$ cat config.mk
export PLATFORM = sky130hd
export DESIGN_NAME = ulr_phy_flat
export DESIGN_NICKNAME = d
export VERILOG_FILES = /design/src/design/ulr_pkg.sv /design/src/design/ulr_if.sv /design/src/design/ulr_phy.sv /design/src/flat_wrapper.sv
export SDC_FILE = /design/constraint.sdc
export NUM_CORES = 1
export LEC_CHECK = 0
export BUFFER_PORTS_ARGS = -buffer_cell sky130_fd_sc_hd__buf_4
export CAP_MARGIN = 20
export CORE_MARGIN = 2
export CORE_UTILIZATION = 58
export DETAILED_ROUTE_END_ITERATION = 7
export GPL_ROUTABILITY_DRIVEN = 0
export PLACE_DENSITY_LB_ADDON = 0.08
export SLEW_MARGIN = 20
export SYNTH_ARGS = -nofsm -noshare
export SYNTH_HDL_FRONTEND = slang
export SYNTH_SLANG_ARGS = --single-unit
$ cat constraint.sdc
create_clock -name core_clk -period 2.8 [get_ports core_clk]
set_clock_uncertainty 0.2 [all_clocks]
set_input_delay 0.42 -clock core_clk [delete_from_list [all_inputs] [get_ports core_clk]]
set_output_delay 0.42 -clock core_clk [all_outputs]
set_load 0.05 [all_outputs]
$ cat src/design/ulr_pkg.sv
// Shared constants and types for the line state / operating mode link logic
`default_nettype none
package ulr_pkg;
  localparam int unsigned CLK_HZ        = 50_000_000;
  localparam int unsigned IF_CLK_HZ     = 60_000_000;
  localparam int unsigned IF_DIV_HALF   = 1;
  // Op modes
  localparam logic [1:0] OPM_NORMAL = 2'h0;
  localparam logic [1:0] OPM_NODRV  = 2'h1;
  localparam logic [1:0] OPM_RAW    = 2'h2;
  localparam logic [1:0] OPM_RSVD   = 2'h3;
  // Line state codes
  localparam logic [1:0] LS_SE0 = 2'h0;
  localparam logic [1:0] LS_J   = 2'h1;
  localparam logic [1:0] LS_K   = 2'h2;
  localparam logic [1:0] LS_SE1 = 2'h3;
  // Transceiver / termination select values
  localparam logic XCVR_HS = 1'b0;
  localparam logic XCVR_FS = 1'b1;
  localparam logic TERM_HS = 1'b0;
  localparam logic TERM_FS = 1'b1;
  // Timing, in microseconds / nanoseconds
  localparam int unsigned POR_NS        = 200;
  localparam int unsigned POR_CYC       = (POR_NS * (CLK_HZ / 1_000_000) + 999) / 1000;
  localparam int unsigned LOCK_NS       = 1000;
  localparam int unsigned LOCK_CYC      = (LOCK_NS * (CLK_HZ / 1_000_000) + 999) / 1000;
  localparam int unsigned FS_RST_NS     = 2500;
  localparam int unsigned FS_RST_CYC    = (FS_RST_NS * (CLK_HZ / 1_000_000) + 999) / 1000;
  localparam int unsigned HS_IDLE_US    = 3000;
  localparam int unsigned HS_IDLE_CYC   = HS_IDLE_US * (CLK_HZ / 1_000_000) + 1;
  localparam int unsigned REVERT_MAX_US = 3125;
  localparam int unsigned SAMPLE_US     = 300;
  localparam int unsigned SAMPLE_CYC    = SAMPLE_US * (CLK_HZ / 1_000_000);
  localparam int unsigned TMR_W         = 18;
  typedef enum logic [2:0] {ULR_HS_RUN, ULR_FS_RUN, ULR_REVERT_WAIT, ULR_HANDSHAKE,
                            ULR_SUSPEND, ULR_TEST} ulr_lstate_t;
endpackage
`default_nettype wire

$ cat src/design/ulr_if.sv
// Interface joining the PHY-side logic and the link controller
`default_nettype none
interface ulr_if;
  logic       phy_interface_clock_output;
  logic [1:0] line_state;
  logic [1:0] op_mode;
  logic       xcvr_sel;
  logic       term_sel;
  logic       tx_valid;
  logic       tx_data;
  logic       if_reset;
  modport phy (output phy_interface_clock_output, output line_state,
               input op_mode, input xcvr_sel, input term_sel, input tx_valid,
               input tx_data, input if_reset);
  modport link (input phy_interface_clock_output, input line_state,
                output op_mode, output xcvr_sel, output term_sel, output tx_valid,
                output tx_data, output if_reset);
endinterface
`default_nettype wire

$ cat src/design/ulr_phy.sv
// PHY-side line state, op mode, clock start and reset logic
//
// What the document requires of this block and of ulr_link
// RULE_01 - Interface clock held low until PLL lock
// RULE_02 - Power-up pulse; external reset resets logic
// RULE_03 - Transceiver select picks HS or FS thresholds
// RULE_04 - HS receiver always gated by squelch
// RULE_05 - FS codes: SE0, J, K, SE1
// RULE_06 - HS normal: squelch 00, activity 01
// RULE_07 - Chirp: squelched 00, else J/K from receiver
// RULE_08 - Mode 00 normal coding; 11 reserved
// RULE_09 - Mode 01 tri-states drivers, drops terminations
// RULE_10 - Mode 10 sends 1 as J, 0 as K
// RULE_11 - Mode 10 sends no SYNC, no EOP
// RULE_12 - Switch to mode 10 mid-packet still ends EOP
// RULE_13 - Link changes mode only when idle; ulr_link leaves ULR_TEST when test_en drops, even mid-transmit
// RULE_14 - Mode change mid-traffic otherwise undefined
// RULE_15 - Test modes use HS selects, modes 0/2
// RULE_16 - FS SE0 over 2.5us is reset; ulr_link does not detect it in ULR_SUSPEND
// RULE_17 - HS idle over 3ms needs decision
// RULE_18 - Link reverts to FS after 3ms idle
// RULE_19 - Reversion between 3.0 and 3.125 ms
// RULE_20 - FS peripheral enables DP pull-up
// RULE_21 - SE0 after reversion starts handshake
// RULE_22 - Sample between 100us and 875us after
// RULE_23 - J at sample means suspend
// RULE_24 - Link timers count interface clock cycles; ulr_link counts core_clk cycles instead
`default_nettype none
module ulr_phy
  import ulr_pkg::*;
#(
  parameter int unsigned LOCK_CYCLES = LOCK_CYC
) (
  input  wire logic core_clk,
  input  wire logic reset_n,
  ulr_if.phy        lnk,
  input  wire logic pll_locked,
  input  wire logic bus_dp,
  input  wire logic bus_dm,
  input  wire logic hs_diff_rx,
  input  wire logic squelch,
  output logic      tx_dp_out,
  output logic      tx_dm_out,
  output logic      tx_oe,
  output logic      pullup_dp_en,
  output logic      hs_term_en,
  output logic      por_busy,
  output logic      sop_sent
);
  logic [15:0] por_cnt_r;
  logic [15:0] lock_cnt_r;
  logic        clk_run_r;
  logic        clk_q_r;
  logic        tx_dp_r, tx_dm_r, tx_oe_r, pu_r, ht_r, busy_r, sop_r;
  logic [1:0]  ls_r;
  logic [1:0]  eop_cnt_r;
  logic        tx_valid_q_r;
  logic [1:0]  ls_nxt;

  wire logic if_rst = lnk.if_reset || (por_cnt_r != 16'h0000);
  wire logic fs_sel = (lnk.xcvr_sel == XCVR_FS);
  wire logic chirp  = (lnk.term_sel == TERM_FS);
  wire logic raw    = (lnk.op_mode == OPM_RAW);
  wire logic nodrv  = (lnk.op_mode == OPM_NODRV);
  wire logic tx_start = lnk.tx_valid && !tx_valid_q_r;
  wire logic tx_end   = !lnk.tx_valid && tx_valid_q_r;

  // RULE_03 threshold select
  always_comb begin
    if (fs_sel) begin
      // RULE_05 FS line codes
      ls_nxt = {bus_dm, bus_dp};
    end else if (!chirp) begin
      // RULE_06 squelch or activity
      ls_nxt = squelch ? LS_SE0 : LS_J;
    end else begin
      // RULE_04 RULE_07 gated receiver
      ls_nxt = squelch ? LS_SE0 : (hs_diff_rx ? LS_J : LS_K);
    end
  end

  // RULE_02 power-up pulse
  always_ff @(posedge core_clk or negedge reset_n) begin
    if (!reset_n) por_cnt_r <= 16'(POR_CYC);
    else if (por_cnt_r != 16'h0000) por_cnt_r <= por_cnt_r - 16'h0001;
  end

  // RULE_01 clock gated by lock
  always_ff @(posedge core_clk or negedge reset_n) begin
    if (!reset_n) begin
      lock_cnt_r <= 16'h0000;
      clk_run_r  <= 1'b0;
      clk_q_r    <= 1'b0;
    end else begin
      if (!pll_locked) lock_cnt_r <= 16'h0000;
      else if (lock_cnt_r != 16'(LOCK_CYCLES)) lock_cnt_r <= lock_cnt_r + 16'h0001;
      clk_run_r <= pll_locked && (lock_cnt_r == 16'(LOCK_CYCLES));
      clk_q_r   <= clk_run_r ? !clk_q_r : 1'b0;
    end
  end

  // RULE_02 external reset clears interface logic
  always_ff @(posedge core_clk or negedge reset_n) begin
    if (!reset_n) begin
      ls_r <= LS_SE0; tx_dp_r <= 1'b0; tx_dm_r <= 1'b0; tx_oe_r <= 1'b0;
      pu_r <= 1'b0; ht_r <= 1'b0; busy_r <= 1'b1; sop_r <= 1'b0;
      eop_cnt_r <= 2'h0; tx_valid_q_r <= 1'b0;
    end else if (if_rst) begin
      ls_r <= LS_SE0; tx_dp_r <= 1'b0; tx_dm_r <= 1'b0; tx_oe_r <= 1'b0;
      pu_r <= 1'b0; ht_r <= 1'b0; busy_r <= 1'b1; sop_r <= 1'b0;
      eop_cnt_r <= 2'h0; tx_valid_q_r <= 1'b0;
    end else begin
      busy_r       <= 1'b0;
      ls_r         <= ls_nxt;
      tx_valid_q_r <= lnk.tx_valid;
      // RULE_09 no drive, no terminations
      if (nodrv) begin
        pu_r <= 1'b0; ht_r <= 1'b0;
      end else begin
        // RULE_20 FS peripheral pull-up
        pu_r <= chirp;
        ht_r <= !chirp && !fs_sel;
      end
      // RULE_08 RULE_11 SYNC only in normal mode
      if (tx_start) sop_r <= (lnk.op_mode == OPM_NORMAL);
      // RULE_12 EOP after SYNC even if mode went raw
      if (tx_end && sop_r) begin
        eop_cnt_r <= 2'h2; sop_r <= 1'b0;
      end else if (eop_cnt_r != 2'h0) begin
        eop_cnt_r <= eop_cnt_r - 2'h1;
      end
      if (nodrv) begin
        tx_oe_r <= 1'b0; tx_dp_r <= 1'b0; tx_dm_r <= 1'b0;
      end else if (eop_cnt_r != 2'h0) begin
        // SE0 portion of EOP
        tx_oe_r <= 1'b1; tx_dp_r <= 1'b0; tx_dm_r <= 1'b0;
      end else if (lnk.tx_valid && raw) begin
        // RULE_10 1 as J, 0 as K
        tx_oe_r <= 1'b1; tx_dp_r <= lnk.tx_data; tx_dm_r <= !lnk.tx_data;
      end else if (lnk.tx_valid) begin
        // Coded path abstracted: drives data level as J/K
        tx_oe_r <= 1'b1; tx_dp_r <= lnk.tx_data; tx_dm_r <= !lnk.tx_data;
      end else begin
        tx_oe_r <= 1'b0; tx_dp_r <= 1'b0; tx_dm_r <= 1'b0;
      end
    end
  end

  assign lnk.phy_interface_clock_output = clk_q_r;
  assign lnk.line_state = ls_r;
  assign tx_dp_out    = tx_dp_r;
  assign tx_dm_out    = tx_dm_r;
  assign tx_oe        = tx_oe_r;
  assign pullup_dp_en = pu_r;
  assign hs_term_en   = ht_r;
  assign por_busy     = busy_r;
  assign sop_sent     = sop_r;
endmodule
`default_nettype wire

$ cat src/flat_wrapper.sv
// flat-port wrapper written by rule: the top's interface ports become plain ports
module ulr_phy_flat import ulr_pkg::*;
#(
  parameter int unsigned LOCK_CYCLES = LOCK_CYC
)
  (core_clk, reset_n, pll_locked, bus_dp, bus_dm, hs_diff_rx, squelch, tx_dp_out, tx_dm_out, tx_oe, pullup_dp_en, hs_term_en, por_busy, sop_sent, lnk_phy_interface_clock_output, lnk_line_state, lnk_op_mode, lnk_xcvr_sel, lnk_term_sel, lnk_tx_valid, lnk_tx_data, lnk_if_reset);
  ulr_if lnk_i ();
  input  wire logic core_clk;
  input  wire logic reset_n;
  input  wire logic pll_locked;
  input  wire logic bus_dp;
  input  wire logic bus_dm;
  input  wire logic hs_diff_rx;
  input  wire logic squelch;
  output logic tx_dp_out;
  output logic tx_dm_out;
  output logic tx_oe;
  output logic pullup_dp_en;
  output logic hs_term_en;
  output logic por_busy;
  output logic sop_sent;
  output wire logic [$bits(lnk_i.phy_interface_clock_output)-1:0] lnk_phy_interface_clock_output;
  output wire logic [$bits(lnk_i.line_state)-1:0] lnk_line_state;
  input wire logic [$bits(lnk_i.op_mode)-1:0] lnk_op_mode;
  input wire logic [$bits(lnk_i.xcvr_sel)-1:0] lnk_xcvr_sel;
  input wire logic [$bits(lnk_i.term_sel)-1:0] lnk_term_sel;
  input wire logic [$bits(lnk_i.tx_valid)-1:0] lnk_tx_valid;
  input wire logic [$bits(lnk_i.tx_data)-1:0] lnk_tx_data;
  input wire logic [$bits(lnk_i.if_reset)-1:0] lnk_if_reset;
  assign lnk_phy_interface_clock_output = lnk_i.phy_interface_clock_output;
  assign lnk_line_state = lnk_i.line_state;
  assign lnk_i.op_mode = lnk_op_mode;
  assign lnk_i.xcvr_sel = lnk_xcvr_sel;
  assign lnk_i.term_sel = lnk_term_sel;
  assign lnk_i.tx_valid = lnk_tx_valid;
  assign lnk_i.tx_data = lnk_tx_data;
  assign lnk_i.if_reset = lnk_if_reset;
  ulr_phy #(.LOCK_CYCLES(LOCK_CYCLES)) u_core (.core_clk(core_clk), .reset_n(reset_n), .lnk(lnk_i), .pll_locked(pll_locked), .bus_dp(bus_dp), .bus_dm(bus_dm), .hs_diff_rx(hs_diff_rx), .squelch(squelch), .tx_dp_out(tx_dp_out), .tx_dm_out(tx_dm_out), .tx_oe(tx_oe), .pullup_dp_en(pullup_dp_en), .hs_term_en(hs_term_en), .por_busy(por_busy), .sop_sent(sop_sent));
endmodule
==> impl_metrics.tcl, run 1 <==
set metrics [dict create \
    portBuffers 23 \
    synth.area.top_cells "dfrtp_1, xor2_1, nor2_1, dfstp_2, ha_1" \
    p_switching_uw 331.1 \
    grtUsageTotal 0.2104 \
    place_hpwl_mm 2.881 \
    synth_cells 210 \
    postCtsSetupBuffers 0 \
    path_delay_family "simple AND/OR/NAND/NOR gates" \
    utilization 0.6917 \
    finalCritPeriodShare 0.8747 \
    max_stage_delay_ns 0.46 \
    rsz0062_at_grt "no" \
    area_delta_synth_final_pct 14.03 \
    grt_overflow 0 \
    clockBufferDepth 2 \
    ir_worst_vdd_uv 466.1 \
    maxCapViolCount 0 \
    path_buf_inv 1 \
    critPathLaunchType "flip-flop" \
    nFillCells 288 \
    yosysWarnings 0 \
    async_flop_share 1.000 \
    crit_chain "inv_1, ha_1, or3b_1, or2_2, nor4_1, mux2i_1" \
    via_per_inst 5.668 \
    cts.sinks 46 \
    drtPass1Iterations 4 \
    clk_pin_slew_worst_paths_ns 0.08 \
    rows 22 \
    combPwrFrac 0.149 \
    timing.final.setup_violations 0 \
    drt-total-wl_mm 3.862 \
    wl_per_cell_um 13.50 \
    drt_iter0_drc 84 \
    drive_gt1_frac 0.2101 \
    outcome "completed" \
    die_w_um 65.88 \
    ys.flop_type "dfrtp_1" \
    worstPathRequired_ns 2.82 \
    cts-root-buf "clkbuf_8" \
    p_int_uw 968.9 \
    finalSetupTns_ns 0 \
    power_density_nw_per_um2 513.3 \
    synth_nets 228 \
    synth.top_cell.area_share 0.4845 \
    cts_tree "done" \
    grt_pass1_wl_mm 6.927 \
    grt_max_degree 47 \
    cts_resized 0 \
    finalCriticalPeriod_ns 2.449 \
    power_frac_clock 0.309 \
    final_nets 255 \
    r2r_setup_slack_ns 0.35 \
    dieArea_um2 4340 \
    clock_latency_ns 0.29 \
    fmax_mhz 408.3 \
    yosys.area.top_type "dfrtp_1" \
    io_pins 24 \
    start_util 0.6066 \
    synth_cell_types 44 \
    cts_buffers 5 \
    critPathKind "reg -> reg" \
    worst_ep_arrival_time_ns 2.47 \
    cp_slowest_cell "or3b_1" \
    critPathCaptureType "flip-flop" \
    fin_area_um2 2532 \
    fin_total_pwr_uw 1300 \
    core-area_um2 3661 \
    vias 1621 \
    antennaDiodeCount 0 \
    finalHoldViolCount 0 \
    synth_edf_count 0 \
    post_dp_cell_area_um2 2431 \
    die_h_um 65.88 \
    grt_pass1_vias 1641 \
    ant_nets 0 \
    synth.avg_cell_area_um2 10.58 \
    swShare 0.2547 \
    yosysSeqAreaShare 0.5200 \
    antenna_found_initial 0 \
    netlist_area_um2 2221 \
    ys_seq_elements 46 \
    leakagePower_uw 0.001277 \
    synth.most_common_cell "dfrtp_1" \
    pwr-share-seq 0.542 \
    max_slew_margin 0.6351 \
    final_max_slew_viol_count 0 \
    holdWs_ns 0.08717 \
    htree_levels 2 \
    hold_class "in -> reg" \
    tightest_slew_ns 0.5474 \
    drcViolationCount 0 \
    path_max_fanout 7 \
    synth_common_cells "dfrtp_1, nor2_1, nand2_1, xor2_1, inv_1" \
]
==> registers in the layout (all words and copies together) (netlist names) <==
| register | flops |
|---|---|
| u_core.por_cnt_r | 16 |
| u_core.tx_oe | 1 |
| u_core.tx_dp_out | 1 |
| u_core.por_busy | 1 |
| u_core.sop_sent | 1 |
| u_core.hs_term_en | 1 |
| u_core.eop_cnt_r | 2 |
| u_core.lock_cnt_r | 16 |
| u_core.tx_dm_out | 1 |
| u_core.clk_run_r | 1 |
| u_core.lnk.line_state | 2 |
| u_core.lnk.phy_interface_clock_output | 1 |
| u_core.pullup_dp_en | 1 |
| u_core.tx_valid_q_r | 1 |
==> worst paths after layout <==
path | start | to | depth (start not counted)
max in group asynchronous | reset_n | u_core.por_cnt_r[1] | 2
max | u_core.por_cnt_r[0] | u_core.por_cnt_r[14] | 6
min | lnk_tx_data | u_core.tx_dm_out | 2
max reg2reg | u_core.por_cnt_r[0] | u_core.por_cnt_r[14] | 6
min reg2reg | u_core.lnk.phy_interface_clock_output | u_core.lnk.phy_interface_clock_output | 1
min in group asynchronous | reset_n | u_core.clk_run_r | 2
==> layer usage <==
metal	track usage	part of all wire	vias to the layer above
li1	-	-	805
met1	0.2446	0.41	790
met2	0.3662	0.54	19
met3	0.05281	0.029	7
met4	0.09115	0.019	0
met5	0	0	-
==> power by group through the flow <==
| stage | Clock [uW] | Sequential, uW | Combinational, uW |
|---|---|---|---|
| 3_5_place_dp | 0 | 719 | 196 |
| 5_1_grt | 444 | 709 | 218 |
| 4_1_cts | 422 | 706 | 198 |
| 3_3_place_gp | 0 | 717 | 186 |
| 2_1_floorplan | 0 | 748 | 100 |
| 6_report | 402 | 705 | 193 |
==> cells by family (layout without fill, tap and decap cells) <==
family	count (synthesis)	count (layout)	share of synthesized area
simple gates	100	100	0.2631
flops	46	46	0.5200
compound gates	23	23	0.06817
xor+xnor	17	17	0.06704
buf+inv	13	41	0.02535
mux	7	7	0.03380
fa+ha+maj	4	4	0.02254
==> layout make-up <==
| type | count | area, um^2 | share of cell area |
|---|---|---|---|
| flip-flops and latches | 46 | 1155 | 0.4560 |
| multi-input cells | 151 | 1010 | 0.3987 |
| repair buffers | 24 | 182.7 | 0.07213 |
| clock buffers | 7 | 86.33 | 0.03409 |
| well taps | 48 | 60.06 | 0.02372 |
| inverters | 9 | 33.78 | 0.01334 |
| clock inverters | 1 | 5.005 | 0.001976 |
==> cells in the final DEF, fill, tap and decap left out, types with 2 or more instances in the layout <==
master	n
xnor2_1	4
nor2_1	27
a21oi_1	6
nor3b_1	3
clkbuf_8	6
or4_1	4
and4_1	2
or2_2	3
a211oi_1	2
nand3_1	7
inv_1	9
nor4_1	5
ha_1	4
o31ai_1	3
nand4_1	6
buf_4	23
nand2b_1	4
mux2_2	4
nor2b_1	3
and3_1	3
nor3_1	6
dfrtp_1	43
mux2i_1	3
xor2_1	13
dfstp_2	3
or4_4	2
nand2_1	13
o211ai_1	3
o21ai_0	6
==> worst register-to-register path: cells and delay by family, from the launching register on <==
family | cells | cell delay [ns]
and+or+nand+nor | 3 | 1.17
buffers and inverters | 1 | 0.07
DFF | 1 | 0.41
adders and majority gates | 1 | 0.29
muxes | 1 | 0.23
==> stage by stage <==
step	setup WS [ns]	std cells
floorplan	0.6014	210
detailed placement	0.3541	277
global route	0.1670	286
CTS	0.3217	286
finish	0.3508	286
global placement	0.4774	277
==> repair_timing <==
| action | in CTS | in global routing |
|---|---|---|
| hold buffers | 1 | 0 |
| endpoints found under the hold margin | 43 | 0 |
| setup endpoints to repair | 0 | 0 |
Note: power is estimated with default switching activity, not from simulation.
==> inputs of run 2 (changes only) <==
Settings changed: RECOVER_POWER set to 100.
==> impl_metrics.tcl, run 2 (same netlist as run 1, synthesis figures left out) <==
set metrics [dict create \
    grt_pass1_vias 1641 \
    tightest_slew_ns 1.078 \
    htree_levels 2 \
    ant_nets 0 \
    drcViolationCount 0 \
    die_h_um 65.88 \
    cp_slowest_cell "or3b_1" \
    fin_area_um2 2465 \
    hold_path_end "u_core.tx_dm_out" \
    grt_pass1_wl_mm 6.927 \
    antenna_found_initial 0 \
    cts_tree "done" \
    vias 1620 \
    finalHoldViolCount 0 \
    clock_latency_ns 0.29 \
    via_per_inst 5.664 \
    clockBufferDepth 2 \
    maxCapViolCount 0 \
    worst_r2r_endpoint "u_core.por_cnt_r[14]" \
    final_max_slew_viol_count 0 \
    drt_iter0_drc 99 \
    io_pins 24 \
    cts_buffers 5 \
    outcome "completed" \
    cts_resized 0 \
    finalCritPeriodShare 0.8647 \
    hold_path.startpoint "lnk_tx_data" \
    mostFrequentLayoutCell "dfrtp_1" \
    finalCriticalPeriod_ns 2.421 \
    r2r_setup_slack_ns 0.38 \
    start_util 0.6066 \
    area_delta_synth_final_pct 10.99 \
    r2r-start "u_core.por_cnt_r[0]" \
    wl_per_cell_um 13.53 \
    hold_class "in -> reg" \
    max_stage_delay_ns 0.46 \
    final_nets 255 \
    cts.sinks 46 \
    critPathCaptureType "flip-flop" \
    drtPass1Iterations 4 \
    post_dp_cell_area_um2 2431 \
    finalSetupTns_ns 0 \
    whs_path_depth 2 \
    cts-root-buf "clkbuf_8" \
    clk_pin_slew_worst_paths_ns 0.08 \
    grtUsageTotal 0.2104 \
    layout_common_cells "dfrtp_1, nor2_1, nand2_1, xor2_1, buf_4" \
    top_regs "u_core.lock_cnt_r x16, u_core.por_cnt_r x16" \
    die_w_um 65.88 \
    worstPathRequired_ns 2.82 \
    rsz0062_at_grt "no" \
    dieArea_um2 4340 \
    critPathLaunchType "flip-flop" \
    place_hpwl_mm 2.881 \
    power_density_nw_per_um2 521.2 \
    antennaDiodeCount 0 \
    worst_ep_arrival_time_ns 2.44 \
    grt_max_degree 47 \
    rows 22 \
    crit_chain "inv_1, ha_1, or3b_1, or2_2, nor4_1, mux2i_1" \
    ir_worst_vdd_uv 465.0 \
    timing.final.setup_violations 0 \
    drive_gt1_frac 0.1387 \
    grt_overflow 0 \
    path_max_fanout 7 \
    fmax_mhz 413.0 \
    core-area_um2 3661 \
    r2r_cells 6 \
    portBuffers 23 \
    drt-total-wl_mm 3.871 \
    critPathKind "reg -> reg" \
    leakagePower_uw 0.001226 \
    max_slew_margin 0.2811 \
]
## run 2: metal layers
layer	vias up	wire [um]	GRT usage	share of wire
li1	804	-	-	-
met5	-	0	0	0
met4	0	75	0.09115	0.019
met3	7	109	0.05281	0.028
met1	792	1626	0.2446	0.42
met2	17	2059	0.3662	0.53
## run 2: how the worst max path moves through the flow
stage	slack, ns	from	to	cells past startpoint
floorplan	0.60	u_core.por_cnt_r[0]	u_core.por_cnt_r[12]	6
global placement	0.48	u_core.por_cnt_r[0]	u_core.hs_term_en	5
detailed placement	0.35	u_core.por_cnt_r[0]	u_core.hs_term_en	5
CTS	0.32	u_core.por_cnt_r[0]	u_core.por_cnt_r[14]	6
global route	0.22	u_core.por_cnt_r[0]	u_core.hs_term_en	5
finish	0.38	u_core.por_cnt_r[0]	u_core.por_cnt_r[14]	6
## run 2: power by group
group / leakage [uW] / internal (uW) / switching (uW)
combinational: 0.000555 / 70.6 / 109
sequential: 0.000623 / 690 / 15.3
clock: 0.0000482 / 199 / 201
total: 0.00123 / 959 / 325
## run 2: area by class of cell
class	instances	area, um^2
fill	307	1196
tap	48	60.06
clock buffer	7	86.33
multi-input combinational	151	982.2
clock inverter	1	5.005
sequential	46	1155
timing repair buffer	24	142.6
inverter	9	33.78
## run 2: what timing repair did
action | in CTS | in global routing
hold buffers | 1 | 0
buffers inserted | 0 | 0
endpoints found under the hold margin | 43 | 0
## run 2: stage by stage
step | hold WS (ns) | utilization | setup WS (ns) | cells | total power (uW)
after floorplan | -0.07559 | - | 0.6014 | 210 | 848.6
after global placement | 0.2155 | 0.6640 | 0.4774 | 277 | 903.7
after detailed placement | 0.2428 | 0.6640 | 0.3541 | 277 | 914.6
after CTS | 0.07111 | 0.6917 | 0.3217 | 286 | 1325
after global routing | 0.07358 | 0.6733 | 0.2193 | 286 | 1357
final | 0.09282 | 0.6733 | 0.3790 | 286 | 1285
## run 2: worst max-delay path, delay by kind of cell (launching register included)
| family | cells | cell delay [ns] |
|---|---|---|
| flops | 1 | 0.41 |
| mux | 1 | 0.23 |
| buf+inv | 1 | 0.07 |
| fa+ha+maj | 1 | 0.27 |
| simple gates | 3 | 1.17 |
